$ cat src/hdl/csb_map.vh
// Purpose: constants for the compare, skip and branch execution unit
// Assumes: 16-bit register port, program counter counts words
// Notes:   definitions only
// Contract
// - Compare with carry sets flags, one cycle
// - Compare with immediate sets flags, no store
// - Register bit clear skips by 2/3
// - Register bit set skips by 2/3
// - I/O bit clear skips, flags kept
// - I/O bit set skips, flags kept
// - Flag set branches to PC+k+1
// - Flag clear branches, flags kept
// - Zero set branches, 1 or 2 cycles
// - Zero clear branches, flags kept
// - Carry set branches, else sequential
// - Carry clear branches, no flag change
`ifndef CSB_MAP_VH
`define CSB_MAP_VH

`define CSB_OP_CMP_CARRY   4'h0
`define CSB_OP_CMP_IMM     4'h1
`define CSB_OP_SKIP_RCLR   4'h2
`define CSB_OP_SKIP_RSET   4'h3
`define CSB_OP_SKIP_IOCLR  4'h4
`define CSB_OP_SKIP_IOSET  4'h5
`define CSB_OP_BR_FSET     4'h6
`define CSB_OP_BR_FCLR     4'h7
`define CSB_OP_BR_EQ       4'h8
`define CSB_OP_BR_NE       4'h9
`define CSB_OP_BR_CSET     4'hA
`define CSB_OP_BR_CCLR     4'hB

`define CSB_FLAG_C         3'h0
`define CSB_FLAG_Z         3'h1
`define CSB_FLAG_N         3'h2
`define CSB_FLAG_V         3'h3
`define CSB_FLAG_S         3'h4
`define CSB_FLAG_H         3'h5

`define CSB_REG_FLAGS      4'h0
`define CSB_REG_PC         4'h4
`define CSB_REG_STATUS     4'h8
`define CSB_REG_CTRL       4'hC

`define CSB_FLAGS_RESET    8'h00
`define CSB_PC_RESET       16'h0000
`define CSB_CTRL_RESET     16'h0001
`define CSB_CTRL_EN_BIT    0

`define CSB_CYC_ONE        2'h1
`define CSB_CYC_TWO        2'h2
`define CSB_CYC_THREE      2'h3
`define CSB_SKIP_SHORT     16'h0002
`define CSB_SKIP_LONG      16'h0003

`endif

$ cat src/hdl/csb_unit.v
// Purpose: executes compares, bit skips and relative branches
// Assumes: core hands one decoded operation at a time on the issue port
// Notes:   operand values arrive already read from the register file
//
// The address map and the address-and-strobe port were decided locally.
`include "csb_map.vh"

module csb_unit #(
  parameter PC_W = 16
) (
  input  wire            CLK,
  input  wire            RST,
  input  wire            OP_VALID,
  input  wire [3:0]      OP_CODE,
  input  wire [7:0]      OP_DST,
  input  wire [7:0]      OP_SRC,
  input  wire [2:0]      OP_BIT,
  input  wire [6:0]      OP_OFFSET,
  input  wire            NEXT_TWO_WORD,
  input  wire [3:0]      ADDR,
  input  wire [15:0]     WDATA,
  input  wire            WR,
  input  wire            RD,
  output reg  [15:0]     RDATA,
  output reg  [PC_W-1:0] PC_OUT,
  output reg  [7:0]      FLAGS_OUT,
  output reg             BUSY,
  output reg             DONE,
  output reg             TAKEN
);
  localparam [1:0] ST_IDLE  = 2'b01;
  localparam [1:0] ST_STALL = 2'b10;

  reg  [1:0]      state_q;
  reg  [1:0]      state_d;
  reg  [1:0]      wait_q;
  reg  [1:0]      wait_d;
  reg  [PC_W-1:0] pc_q;
  reg  [PC_W-1:0] pc_d;
  reg  [7:0]      flags_q;
  reg  [7:0]      flags_d;
  reg  [15:0]     ctrl_q;
  reg             taken_q;
  reg             taken_d;
  reg  [1:0]      cycles_q;
  reg  [1:0]      cycles_d;
  reg             done_d;

  wire            accept;
  wire [5:0]      cmp_flags;
  wire            is_cmp;
  wire            is_skip;
  wire            is_branch;
  wire            bit_val;
  wire            flag_val;
  reg             cond;
  wire [PC_W-1:0] k_ext;
  wire [PC_W-1:0] pc_next;
  wire [PC_W+15:0] pc_pad;
  wire [PC_W+15:0] skip_pad;
  wire [PC_W-1:0]  skip_dist;

  // Operations are held off while an earlier one still occupies the pipeline
  assign accept    = OP_VALID & state_q[0] & ctrl_q[`CSB_CTRL_EN_BIT];
  assign is_cmp    = (OP_CODE == `CSB_OP_CMP_CARRY) | (OP_CODE == `CSB_OP_CMP_IMM);
  assign is_skip   = (OP_CODE >= `CSB_OP_SKIP_RCLR) & (OP_CODE <= `CSB_OP_SKIP_IOSET);
  assign is_branch = (OP_CODE >= `CSB_OP_BR_FSET) & (OP_CODE <= `CSB_OP_BR_CCLR);
  assign bit_val   = OP_SRC[OP_BIT];
  assign flag_val  = flags_q[OP_BIT];
  assign k_ext     = {{(PC_W-7){OP_OFFSET[6]}}, OP_OFFSET};
  assign pc_next   = pc_q + {{(PC_W-1){1'b0}}, 1'b1};
  // Padded copies make the cut to 16 or PC_W bits explicit for any width
  assign pc_pad    = {16'h0000, pc_q};
  assign skip_pad  = {{PC_W{1'b0}}, (NEXT_TWO_WORD ? `CSB_SKIP_LONG : `CSB_SKIP_SHORT)};
  assign skip_dist = skip_pad[PC_W-1:0];

  csb_cmp u_cmp (
    .a          (OP_DST),
    .b          (OP_SRC),
    .borrow_in  ((OP_CODE == `CSB_OP_CMP_CARRY) & flags_q[`CSB_FLAG_C]),
    .chain_zero (OP_CODE == `CSB_OP_CMP_CARRY),
    .z_in       (flags_q[`CSB_FLAG_Z]),
    .flags      (cmp_flags)
  );

  always @* begin
    case (OP_CODE)
      `CSB_OP_SKIP_RCLR:  cond = ~bit_val;
      `CSB_OP_SKIP_RSET:  cond = bit_val;
      `CSB_OP_SKIP_IOCLR: cond = ~bit_val;
      `CSB_OP_SKIP_IOSET: cond = bit_val;
      `CSB_OP_BR_FSET:    cond = flag_val;
      `CSB_OP_BR_FCLR:    cond = ~flag_val;
      `CSB_OP_BR_EQ:      cond = flags_q[`CSB_FLAG_Z];
      `CSB_OP_BR_NE:      cond = ~flags_q[`CSB_FLAG_Z];
      `CSB_OP_BR_CSET:    cond = flags_q[`CSB_FLAG_C];
      `CSB_OP_BR_CCLR:    cond = ~flags_q[`CSB_FLAG_C];
      default:            cond = 1'b0;
    endcase
  end

  always @* begin
    pc_d     = pc_q;
    flags_d  = flags_q;
    taken_d  = taken_q;
    cycles_d = cycles_q;
    state_d  = state_q;
    wait_d   = wait_q;
    done_d   = 1'b0;
    // Bus writes yield to an operation landing in the same cycle
    if (WR && ADDR == `CSB_REG_FLAGS && !accept) begin
      flags_d = WDATA[7:0];
    end
    if (WR && ADDR == `CSB_REG_PC && !accept) begin
      pc_d = WDATA[PC_W-1:0];
    end
    case (state_q)
      ST_IDLE: begin
        if (accept) begin
          taken_d  = is_cmp ? 1'b0 : cond;
          cycles_d = `CSB_CYC_ONE;
          pc_d     = pc_next;
          if (is_cmp) begin
            // Compares store no difference, only the flags
            flags_d[5:0] = cmp_flags;
          end else if (is_skip && cond) begin
            // Skip distance follows the length of the skipped word
            pc_d     = pc_q + skip_dist;
            cycles_d = NEXT_TWO_WORD ? `CSB_CYC_THREE : `CSB_CYC_TWO;
          end else if (is_branch && cond) begin
            pc_d     = pc_next + k_ext;
            cycles_d = `CSB_CYC_TWO;
          end
          if (cycles_d == `CSB_CYC_ONE) begin
            done_d = 1'b1;
          end else begin
            state_d = ST_STALL;
            wait_d  = cycles_d - `CSB_CYC_ONE;
          end
        end
      end
      ST_STALL: begin
        wait_d = wait_q - `CSB_CYC_ONE;
        if (wait_q == `CSB_CYC_ONE) begin
          state_d = ST_IDLE;
          done_d  = 1'b1;
        end
      end
      default: begin
        state_d = ST_IDLE;
        wait_d  = 2'h0;
      end
    endcase
  end

  always @(posedge CLK) begin
    if (RST) begin
      state_q  <= ST_IDLE;
      wait_q   <= 2'h0;
      pc_q     <= `CSB_PC_RESET;
      flags_q  <= `CSB_FLAGS_RESET;
      taken_q  <= 1'b0;
      cycles_q <= 2'h0;
      ctrl_q   <= `CSB_CTRL_RESET;
    end else begin
      state_q  <= state_d;
      wait_q   <= wait_d;
      pc_q     <= pc_d;
      flags_q  <= flags_d;
      taken_q  <= taken_d;
      cycles_q <= cycles_d;
      if (WR && ADDR == `CSB_REG_CTRL) begin
        ctrl_q <= {15'h0000, WDATA[`CSB_CTRL_EN_BIT]};
      end
    end
  end

  // Outputs other than RDATA mirror the next state so they come straight from flops
  always @(posedge CLK) begin
    if (RST) begin
      PC_OUT    <= `CSB_PC_RESET;
      FLAGS_OUT <= `CSB_FLAGS_RESET;
      BUSY      <= 1'b0;
      DONE      <= 1'b0;
      TAKEN     <= 1'b0;
      RDATA     <= 16'h0000;
    end else begin
      PC_OUT    <= pc_d;
      FLAGS_OUT <= flags_d;
      BUSY      <= state_d[1];
      DONE      <= done_d;
      TAKEN     <= taken_d;
      RDATA     <= 16'h0000;
      if (RD) begin
        case (ADDR)
          `CSB_REG_FLAGS:  RDATA <= {8'h00, flags_q};
          `CSB_REG_PC:     RDATA <= pc_pad[15:0];
          `CSB_REG_STATUS: RDATA <= {12'h000, cycles_q, taken_q, state_q[1]};
          `CSB_REG_CTRL:   RDATA <= ctrl_q;
          default:         RDATA <= 16'h0000;
        endcase
      end
    end
  end
endmodule

$ cat src/hdl/csb_cmp.v
// Purpose: subtract-and-discard flag generator for both compares
// Assumes: operands are plain 8-bit values
// Notes:   the difference itself never leaves this module
`include "csb_map.vh"

module csb_cmp (
  input  wire [7:0] a,
  input  wire [7:0] b,
  input  wire       borrow_in,
  input  wire       chain_zero,
  input  wire       z_in,
  output wire [5:0] flags
);
  wire [7:0] r;
  wire       c_out;
  wire       h_out;
  wire       v_out;
  wire       z_out;

  assign r     = a - b - {7'h00, borrow_in};
  assign h_out = (~a[3] & b[3]) | (b[3] & r[3]) | (r[3] & ~a[3]);
  assign c_out = (~a[7] & b[7]) | (b[7] & r[7]) | (r[7] & ~a[7]);
  assign v_out = (a[7] & ~b[7] & ~r[7]) | (~a[7] & b[7] & r[7]);
  // Chained compare keeps zero only if every byte so far was zero
  assign z_out = (r == 8'h00) & (~chain_zero | z_in);
  assign flags = {h_out, r[7] ^ v_out, v_out, r[7], z_out, c_out};
endmodule

$ cat config.mk
export PLATFORM = sky130hd
export DESIGN_NAME = csb_unit
export DESIGN_NICKNAME = d
export VERILOG_FILES = /design/src/hdl/csb_unit.v /design/src/hdl/csb_cmp.v
export VERILOG_INCLUDE_DIRS = /design/src /design/src/hdl
export SDC_FILE = /design/constraint.sdc
export NUM_CORES = 1
export LEC_CHECK = 0
export BUFFER_PORTS_ARGS = -buffer_cell sky130_fd_sc_hd__buf_4
export CORE_MARGIN = 2
export CORE_UTILIZATION = 60
export CTS_CLUSTER_SIZE = 10
export DETAILED_ROUTE_END_ITERATION = 8
export GPL_TIMING_DRIVEN = 0
export PLACE_DENSITY = 0.87
export SETUP_SLACK_MARGIN = 0.5
export SLEW_MARGIN = 30
export SYNTH_ARGS = -nofsm -noshare
export SYNTH_HDL_FRONTEND = slang
export SYNTH_SLANG_ARGS = --single-unit
$ cat constraint.sdc
create_clock -name CLK -period 11.45 [get_ports CLK]
set_clock_uncertainty 0.2 [all_clocks]
set_input_delay 3.435 -clock CLK [delete_from_list [all_inputs] [get_ports CLK]]
set_output_delay 3.435 -clock CLK [all_outputs]
set_load 0.1 [all_outputs]
==> results of run 1 <==
[registers in the layout (all words and copies together) (netlist names)]
signal,count
DONE,1
FLAGS_OUT,8
PC_OUT,16
RDATA,16
TAKEN,1
ctrl_q,1
cycles_q,2
state_q,2
wait_q,2
[layout make-up]
class | instances | area (um^2)
buffer | 27 | 115
clock buffer | 5 | 68.8
clock inverter | 3 | 68.8
fill | 589 | 1790
inverter | 33 | 126
multi-input combinational | 450 | 3300
sequential | 49 | 981
tap | 99 | 124
timing repair buffer | 96 | 721
[power by group]
| group | internal, mW | switching, mW | leakage, nW |
|---|---|---|---|
| Combinational | 0.207 | 0.434 | 2.10 |
| Sequential | 0.198 | 0.0316 | 0.398 |
| Clock | 0.0880 | 0.0657 | 0.0687 |
[how the worst min path moves through the flow]
stage,cells past startpoint,start,slack [ns],endpoint
floorplan,2,cycles_q[1],0.24,cycles_q[1]
global placement,2,cycles_q[1],0.25,cycles_q[1]
detailed placement,2,wait_q[1],0.29,wait_q[1]
CTS,2,wait_q[1],0.31,wait_q[1]
global route,2,TAKEN,0.35,TAKEN
finish,2,wait_q[1],0.30,wait_q[1]
[logic make-up after synthesis]
family                     share of synthesized area
AOI/OAI and AO/OA                              0.194
xor gates and xnor gates                      0.0910
adders and majority gates                      0.113
buffers and inverters                         0.0534
DFF                                            0.217
muxes                                          0.135
and+or+nand+nor                                0.197
[layout by cell type, fill, tap and decap left out, types with 3 or more instances in the layout]
cell,n
inv_1,32
a21oi_1,40
xor2_1,19
buf_2,5
dfxtp_1,49
o21a_1,4
mux2i_1,38
o221ai_1,3
and2_1,4
a211oi_1,12
a2bb2oi_1,5
or3_1,4
buf_4,98
a21o_1,4
a31oi_1,4
a221oi_2,4
clkbuf_1,19
fa_1,3
ha_1,36
mux2_2,9
clkbuf_8,5
nor2_1,53
o211ai_1,3
nand3_1,22
a221oi_1,7
nand4_1,11
o21ai_0,20
nor3_1,9
nand2_1,46
a22oi_1,4
and3_1,15
nor2b_1,5
xnor2_1,28
[routing by layer]
metal	track usage	wire length, um
met1	0.457	5870
met2	0.548	6180
met3	0.0518	1510
met4	0.121	533
met5	0	0
[through the flow]
stage	utilization	total power [mW]	setup slack, ns	area, um^2
after floorplan	-	0.705	5.33	4520
after global placement	0.736	0.838	4.55	5370
after detailed placement	0.736	0.857	4.45	5370
after CTS	0.755	1.01	4.77	5510
after global routing	0.755	1.07	4.54	5510
final	0.755	1.02	4.58	5510
[worst max-delay path: cells and delay by family]
family	cells	cell delay, ns
muxes	1	0.18
xor gates and xnor gates	1	0.30
AOI/OAI and AO/OA	3	0.78
and+or+nand+nor	4	1.30
buffers and inverters	1	0.13
adders and majority gates	2	0.75
==> out/results.txt, run 1 <==
RR Startpoint: PC_OUT[8]
H-tree levels: 2
Core area: 7290 um^2
Most common cell in the synthesized netlist: nor2_1
Num CTS Buffers: 5
CP Class: primary input to flip-flop
Largest net degree at the start of global routing: 17
Starting DRT DRC Count: 539
Worst-path clk slew: 0.10 ns
Die Height: 90.8 um
RSZ-0062 raised after global routing: false
Routed via count: 4842
Routed wire length: 14100 um
Vias in the first global route: 4674
Layout net count: 757
Clock Latency Late Sink: 0.32 ns
Total GRT Usage: 0.338
Crit. Startpoint: OP_CODE[1]
Initial antenna violation count: 0
IO Pins: 99
Cells resized by post-CTS repair: 0
Setup TNS: 0 ns
Hold Path Class: flip-flop to flip-flop
# hold bufs at CTS: 0
Startpoint types: primary input
Sequential area share after synthesis: 0.217
#FFs+latches synth: 49
Number of distinct library cells after synthesis: 65
CP max FO: 6
Detail Route Antenna Nets: 0
CTS Root Buffer Type: clkbuf_8
CP most frequent cell: nand2_1
Synth Flop Type: dfxtp_1
Layout Cells excl Fill: 762
Min cycle time layout: 6.87 ns
Overflow after GRT: 0
First-pass DRT Iterations: 7
Row count: 31
WP data arrival: 6.89 ns
Avg Synthesized Cell Area: 8.09 um^2
Area grow syn2layout: 21.7%
First-pass GRT wire length: 22700 um
Max clock buf depth: 2
YS warnings: 0
Initial Utilization: 0.620
Inst Count DP: 754
Normalized max-slew margin: 0.219
Worst R2R Setup Slack: 7.45 ns
Leakage power: 2.57 nW
Number of diodes: 0
Critical path's slowest cell: nor3_1
Critical path required time: 11.48 ns
IO buf count: 96
Status: finished, final reports clean
Die Wd: 90.8 um
Part of the cycle the worst path needs: 0.600
EDFF count, synth: 0
Die area: 8250 um^2
Crit path cell chain: buf_4 > nor3_1 > nand3_1 > fa_1 > ha_1 > nand2_1 > nand2_1 > a211o_1 > a21oi_1 > xnor2_1 > mux2i_1 > a211oi_1
Slew Limit Fails: 0
Setup violators final: 0
Mapped Area: 4520 um^2
Slew @ Worst Pin: 1.16 ns
F_max: 146 MHz
Cells after synthesis: 559
Synth top area cells: dfxtp_1 (22%), ha_1 (10%), mux2i_1 (8.4%), xnor2_1 (5.4%), a21oi_1 (4.4%)
Post-synth top area cell: dfxtp_1
Max cap viols: 0
Post-synthesis async set-or-reset flop share: 0
Critical Path End: FLAGS_OUT[4]
CTS tree: yes
Mapped Nets: 654
Final RePlAce weighted congestion: 0.956
Estimated wirelength of the detail-placed design: 11100 um
Setup Buffers After CTS: 0
Worst VDD drop: 113 uV
Top cell type's share of synthesized area: 0.217
Pwr per Cell Area: 186 nW/um^2
Hold_ws: 0.302 ns
DRC violation count after routing: 0
CP max stage delay: 0.93 ns
Reg2reg path depth: 12
Wire per inst: 18.5 um
Clock sinks: 49
Share of layout cells above drive strength 1: 0.210
Hold Fails Final Rpt: 0
Setup crit end kind: flip-flop
Vias per cell: 6.35
FF-to-FF End: PC_OUT[15]
Post-synth top cells: nor2_1 (53), dfxtp_1 (49), nand2_1 (46), a21oi_1 (40), mux2i_1 (38)
Note: power is estimated with default switching activity, not from simulation.
==> run 2, diff against run 1 <==
Settings changed: CORE_UTILIZATION 60 to 56, PLACE_DENSITY 0.87 to 0.82.
Clock period 11.45 ns to 6.5 ns, I/O delays scaled along.
==> run 2 against run 1 <==
  * Flip-flop and latch count did not move
  * Via count fell by 3.5%
  * Final cell count rose by 0.39%
  * Non-clock buffer count did not move
  * Critical endpoint is now FLAGS_OUT[0]
==> out/results.txt, run 2 (synthesized netlist as in run 1, its figures left out) <==
Wire per inst: 18.2 um (-1.4%)
Met3 usage: 0.0409 (-0.0108)
IO buf count: 96 (unchanged)
Commonest non-fill, non-tap cell in the layout: buf_4
RSZ-0062 raised after global routing: false
Die Wd: 93.9 um (+3.4%)
Min cycle time layout: 4.87 ns
Area grow syn2layout: 20.8%
Hold_ws: 0.308 ns (+0.00560 ns)
CTS Root Buffer Type: clkbuf_8
CP most frequent cell: nand2_1
CP max stage delay: 0.53 ns (-0.40 ns)
Top Usage Layer GRT: met2
Top flop regs: PC_OUT: 16 flops, RDATA: 16 flops, FLAGS_OUT: 8 flops
Setup Buffers After CTS: 0 (unchanged)
Clock Latency Late Sink: 0.32 ns (about the same)
Crit path cell chain: buf_4 > nor3_2 > nand3_1 > fa_1 > ha_1 > nand2_1 > nand2_1 > a211o_1 > a21oi_1 > xnor2_1 > o21ai_0 > a221oi_1
Setup crit end kind: flip-flop
Fillers: 666 (+13%)
Startpoint types: primary input
Final core area utilization: 0.703 (-0.0515)
Cell family with the largest share of critical-path delay: compound AO/OA/AOI/OAI gates
First-pass DRT Iterations: 5 (-2)
Slew @ Worst Pin: 0.713 ns (-0.449 ns)
Detail Route Antenna Nets: 0 (unchanged)
Critical path required time: 6.51 ns (-4.97 ns)
Setup violators final: 0 (unchanged)
Routed wire length: 13900 um (-1.0%)
Vias in the first global route: 4392 (-6.0%)
CP max FO: 6 (unchanged)
Leakage power: 2.54 nW (-1.2%)
Worst R2R Setup Slack: 2.57 ns (-4.88 ns)
IO Pins: 99 (unchanged)
Die Height: 93.9 um (+3.4%)
Layout net count: 757 (unchanged)
Part of the cycle the worst path needs: 0.750
RR Startpoint: PC_OUT[2]
Num CTS Buffers: 5 (unchanged)
Final RePlAce weighted congestion: 0.936 (-2.1%)
Starting DRT DRC Count: 396 (-27%)
Stages on worst setup path: 12 (unchanged)
Status: finished, final reports clean
Met1 Use GR: 0.455 (-0.00177)
Overall power: 1.71 mW (+67%)
CTS tree: yes
Post-route cell area: 5460 um^2 (-0.75%)
Initial Utilization: 0.582 (-0.0380)
Overflow after GRT: 0 (unchanged)
Number of diodes: 0 (unchanged)
Max clock buf depth: 2 (unchanged)
F_max: 205 MHz
Largest net degree at the start of global routing: 16 (-1)
Die area: 8810 um^2 (+6.8%)
Setup TNS: 0 ns (unchanged)
Crit path setup slack, layout: 1.63 ns (-2.96 ns)
Core area: 7770 um^2 (+6.5%)
WP data arrival: 4.89 ns (-2.00 ns)
Worst VDD drop: 176 uV (+56%)
# hold bufs at CTS: 0 (unchanged)
H-tree levels: 2 (unchanged)
Clock sinks: 49 (unchanged)
Inst Count DP: 757 (+0.40%)
FF-to-FF End: PC_OUT[10]
Hold Path Class: flip-flop to flip-flop
Pwr per Cell Area: 313 nW/um^2 (+69%)
Share of layout cells above drive strength 1: 0.210 (unchanged)
DRC violation count after routing: 0 (unchanged)
First-pass GRT wire length: 22000 um (-3.3%)
Normalized max-slew margin: 0.525 (+0.306)
Critical Path End: FLAGS_OUT[0]
Pre-CTS setup slack: 0.995 ns (-3.45 ns)
Row count: 32 (+3.2%)
Hold Fails Final Rpt: 0 (unchanged)
Layout Cells excl Fill: 765 (+0.39%)
CP Class: primary input to flip-flop
Estimated wirelength of the detail-placed design: 11000 um (-0.17%)
Met2 global-route usage: 0.497 (-0.0509)
Crit. Startpoint: OP_CODE[1]
Bufs and invs on worst path: 1 (unchanged)
Routed via count: 4674 (-3.5%)
Vias per cell: 6.11 (-3.8%)
Max cap viols: 0 (unchanged)
Commonest non-fill, non-tap cells in the layout: buf_4 (98), nor2_1 (53), dfxtp_1 (49), nand2_1 (46), a21oi_1 (40)
Placed instance area: 5370 um^2 (about the same)
Cells resized by post-CTS repair: 0 (unchanged)
Reg2reg path depth: 13 (+1)
Worst-path clk slew: 0.10 ns (about the same)
Critical path's slowest cell: nor3_2
Initial antenna violation count: 0 (unchanged)
Total GRT Usage: 0.319 (-0.0194)
Slew Limit Fails: 0 (unchanged)
==> run 2: how the worst min path moves through the flow <==
stage	end	slack, ns	startpoint	depth (start not counted)
finish	wait_q[1]	0.31	wait_q[1]	2
detailed placement	RDATA[2]	0.29	cycles_q[0]	2
CTS	RDATA[3]	0.31	cycles_q[1]	2
global route	RDATA[2]	0.33	cycles_q[0]	2
floorplan	cycles_q[1]	0.24	cycles_q[1]	2
global placement	cycles_q[1]	0.25	cycles_q[1]	2
==> run 2: worst min-delay path: stages (launching register included) <==
cell and delay, ns:
dfxtp_1 0.34, a21oi_1 0.07, nor2_1 0.07
==> run 2: layout make-up <==
class	instances	area (um^2)	share of cell area
clock inverters	2	15.0	0.00275
plain buffers	27	115	0.0211
clock buffers	6	72.6	0.0133
multi-input cells	450	3310	0.605
inverters	33	126	0.0231
well taps	102	128	0.0234
flip-flops and latches	49	981	0.180
repair buffers	96	721	0.132
==> run 2: where the power goes <==
group	leakage (nW)	internal, mW	switching (mW)
sequential	0.398	0.348	0.0553
clock	0.0374	0.0761	0.111
combinational	2.10	0.364	0.758
total	2.54	0.788	0.924
==> run 2: routing by layer <==
metal  vias up  routed length (um)
li1       2225                   -
met1      2198                6400
met2       220                6150
met3        31                1050
met4         0                 340
met5         -                   0
==> run 3, diff against run 2 <==
Settings changed: ABC_AREA set to 1, PLACE_DENSITY 0.82 to 0.81.
Clock period 6.5 ns to 4.6 ns, I/O delays scaled along.
==> run 3 against run 2 <==
  * Count of clock-buffer cells in the layout stayed put
  * Flip-flop and latch count stayed put
  * Final cell count rose by 27%
  * Clock power grew 80%
  * First-iteration DRC count decreased by 7.1%
  * Critical endpoint is now FLAGS_OUT[3]
  * Largest power group unchanged
  * Highest routed layer unchanged
==> out/results.txt, run 3 <==
Status: finished, final reports clean
Final RePlAce weighted congestion: 0.938 (+0.17%)
Normalized max-slew margin: 0.574 (+0.0494)
First-pass GRT wire length: 24000 um (+9.3%)
Vias in the first global route: 4977 (+13%)
Worst VDD drop: 178 uV (+0.67%)
CTS tree: yes
Die Wd: 96.4 um (+2.6%)
Mapped Area: 4780 um^2 (+5.6%)
Area grow syn2layout: 20.5%
Part of the cycle the worst path needs: 0.833
Hold Path Class: flip-flop to flip-flop
Top cell type's share of synthesized area: 0.205 (-0.0115)
Setup crit end kind: flip-flop
First-pass DRT Iterations: 5 (unchanged)
Slew Limit Fails: 0 (unchanged)
Slew @ Worst Pin: 0.639 ns (-0.0741 ns)
Vias per cell: 5.56 (-9.0%)
Num CTS Buffers: 5 (unchanged)
CP max FO: 5 (-1)
Detail Route Antenna Nets: 0 (unchanged)
H-tree levels: 2 (unchanged)
Hold Fails Final Rpt: 0 (unchanged)
DRC violation count after routing: 0 (unchanged)
Share of layout cells above drive strength 1: 0.166 (-0.0439)
Pwr per Cell Area: 438 nW/um^2 (+40%)
Number of distinct library cells after synthesis: 52 (-20%)
Commonest non-fill, non-tap cells in the layout: nand2_1 (179), inv_1 (125), buf_4 (99), a21oi_1 (74), nor2_1 (52)
Post-synth top area cell: dfxtp_1
Die area: 9280 um^2 (+5.4%)
Synth top area cells: dfxtp_1 (21%), nand2_1 (14%), inv_1 (9.8%), ha_1 (9.4%), a21oi_1 (7.8%)
YS warnings: 0 (unchanged)
Hold_ws: 0.283 ns (-0.0246 ns)
Cells resized by post-CTS repair: 0 (unchanged)
Max clock buf depth: 2 (unchanged)
CTS Root Buffer Type: clkbuf_8
Row count: 33 (+3.1%)
EDFF count, synth: 0 (unchanged)
Max cap viols: 0 (unchanged)
Starting DRT DRC Count: 368 (-7.1%)
Crit path setup slack, layout: 0.770 ns (-0.855 ns)
Avg Synthesized Cell Area: 6.25 um^2 (-23%)
Post-synth top cells: nand2_1 (179), inv_1 (125), a21oi_1 (74), nor2_1 (52), nand3_1 (50)
Layout net count: 963 (+27%)
Pre-CTS setup slack: 0.521 ns (-0.474 ns)
F_max: 261 MHz
Core area: 8260 um^2 (+6.3%)
Number of diodes: 0 (unchanged)
Cells after synthesis: 764 (+37%)
Sequential area share after synthesis: 0.205 (-0.0115)
Min cycle time layout: 3.83 ns
Worst-path clk slew: 0.10 ns (about the same)
CP most frequent cell: nand2_1
Setup TNS: 0 ns (unchanged)
Cell family with the largest share of critical-path delay: adder cells
Synth Flop Type: dfxtp_1
Initial Utilization: 0.578 (-0.00398)
Commonest non-fill, non-tap cell in the layout: nand2_1
IO buf count: 97 (+1.0%)
Most common cell in the synthesized netlist: nand2_1
CP max stage delay: 0.46 ns (-0.07 ns)
Setup violators final: 0 (unchanged)
Wire per inst: 15.4 um (-16%)
Largest net degree at the start of global routing: 16 (unchanged)
Area of the multi-input gates: 3210 um^2 (-3.0%)
Routed via count: 5416 (+16%)
Clock Latency Late Sink: 0.31 ns (about the same)
Die Height: 96.4 um (+2.6%)
Top flop regs: PC_OUT: 16 flops, RDATA: 16 flops, FLAGS_OUT: 8 flops
Initial antenna violation count: 0 (unchanged)
Total GRT Usage: 0.329 (+0.0101)
CP Class: primary input to flip-flop
Post-synthesis async set-or-reset flop share: 0 (unchanged)
Leakage power: 2.95 nW (+16%)
Startpoint types: primary input
Critical path's slowest cell: xor2_1
Clock sinks: 49 (unchanged)
Critical path required time: 4.60 ns (-1.91 ns)
WP data arrival: 3.83 ns (-1.06 ns)
Worst R2R Setup Slack: 1.02 ns (-1.55 ns)
RSZ-0062 raised after global routing: false
Bufs and invs on worst path: 2 (+1)
Routed wire length: 15000 um (+7.3%)
Overflow after GRT: 0 (unchanged)
Storage cell area: 981 um^2 (unchanged)
Crit path cell chain: buf_4 > nor2_1 > nand3_1 > fa_1 > ha_1 > nand2_1 > nand2_1 > nand2_1 > o311ai_0 > xor2_1 > inv_1 > a21oi_1 > a21oi_1
Setup Buffers After CTS: 0 (unchanged)
# hold bufs at CTS: 0 (unchanged)
Fillers: 765 (+15%)
Estimated wirelength of the detail-placed design: 12200 um (+11%)
#FFs+latches synth: 49 (unchanged)
Mapped Nets: 859 (+31%)
IO Pins: 99 (unchanged)
run 3: changes by cell type after synthesis, sizes merged, moves of 9 or more:
cell / previous run / this run
nand2: 47 / 186
o21ai: 22 / 51
inv: 33 / 131
mux2i: 39 / 0
mux2: 11 / 0
clkbuf: 19 / 7
a221oi: 11 / 2
nand3: 24 / 52
xnor2: 28 / 8
and3: 15 / 0
nor3: 9 / 23
a21oi: 40 / 74
a211oi: 13 / 2
run 3: cell families after synthesis:
family / synth area share
fa+ha+maj: 0.107
compound gates: 0.197
simple gates: 0.314
buf+inv: 0.123
xor+xnor: 0.0532
flops: 0.205
run 3: cell type report:
class                      count  share of cell area
clock buffer                   6              0.0143
sequential                    49               0.170
multi-input combinational    566               0.557
timing repair buffer          97               0.127
inverter                     133              0.0872
tap                          105              0.0228
clock inverter                 2             0.00652
buffer                        16              0.0152
run 3: power by group:
part | internal (mW) | total, mW | switching [mW]
combinational | 0.474 | 1.60 | 1.13
sequential | 0.494 | 0.583 | 0.0885
clock | 0.177 | 0.337 | 0.160
total | 1.15 | 2.52 | 1.37
run 3: final timing paths:
kind / depth (start not counted) / end / startpoint
min: 2 / wait_q[1] / wait_q[1]
max reg2reg: 18 / PC_OUT[15] / PC_OUT[7]
min reg2reg: 2 / wait_q[1] / wait_q[1]
max: 13 / FLAGS_OUT[3] / OP_CODE[3]
run 3: worst reg2reg max path: cells and delay by family, from the launching register on:
family / cells / cell delay [ns]
AOI/OAI and AO/OA: 4 / 0.64
xor gates and xnor gates: 1 / 0.48
adders and majority gates: 1 / 0.35
buffers and inverters: 1 / 0.10
DFF: 1 / 0.49
and+or+nand+nor: 11 / 1.27
run 3: stage by stage:
stage	power (mW)	utilization	cell area, um^2	cells
final	2.52	0.697	5760	974
after global routing	2.70	0.697	5760	974
after CTS	2.50	0.697	5760	974
after detailed placement	2.17	0.682	5640	966
after global placement	2.13	0.682	5640	966
after floorplan	1.78	-	4780	764
run 3: routing by layer:
layer	GRT usage	share of wire	wire length, um	vias up
li1	-	-	-	2710
met1	0.463	0.45	6740	2462
met5	0	0	0	-
met4	0.0739	0.010	152	0
met3	0.0399	0.089	1340	16
met2	0.537	0.45	6740	228
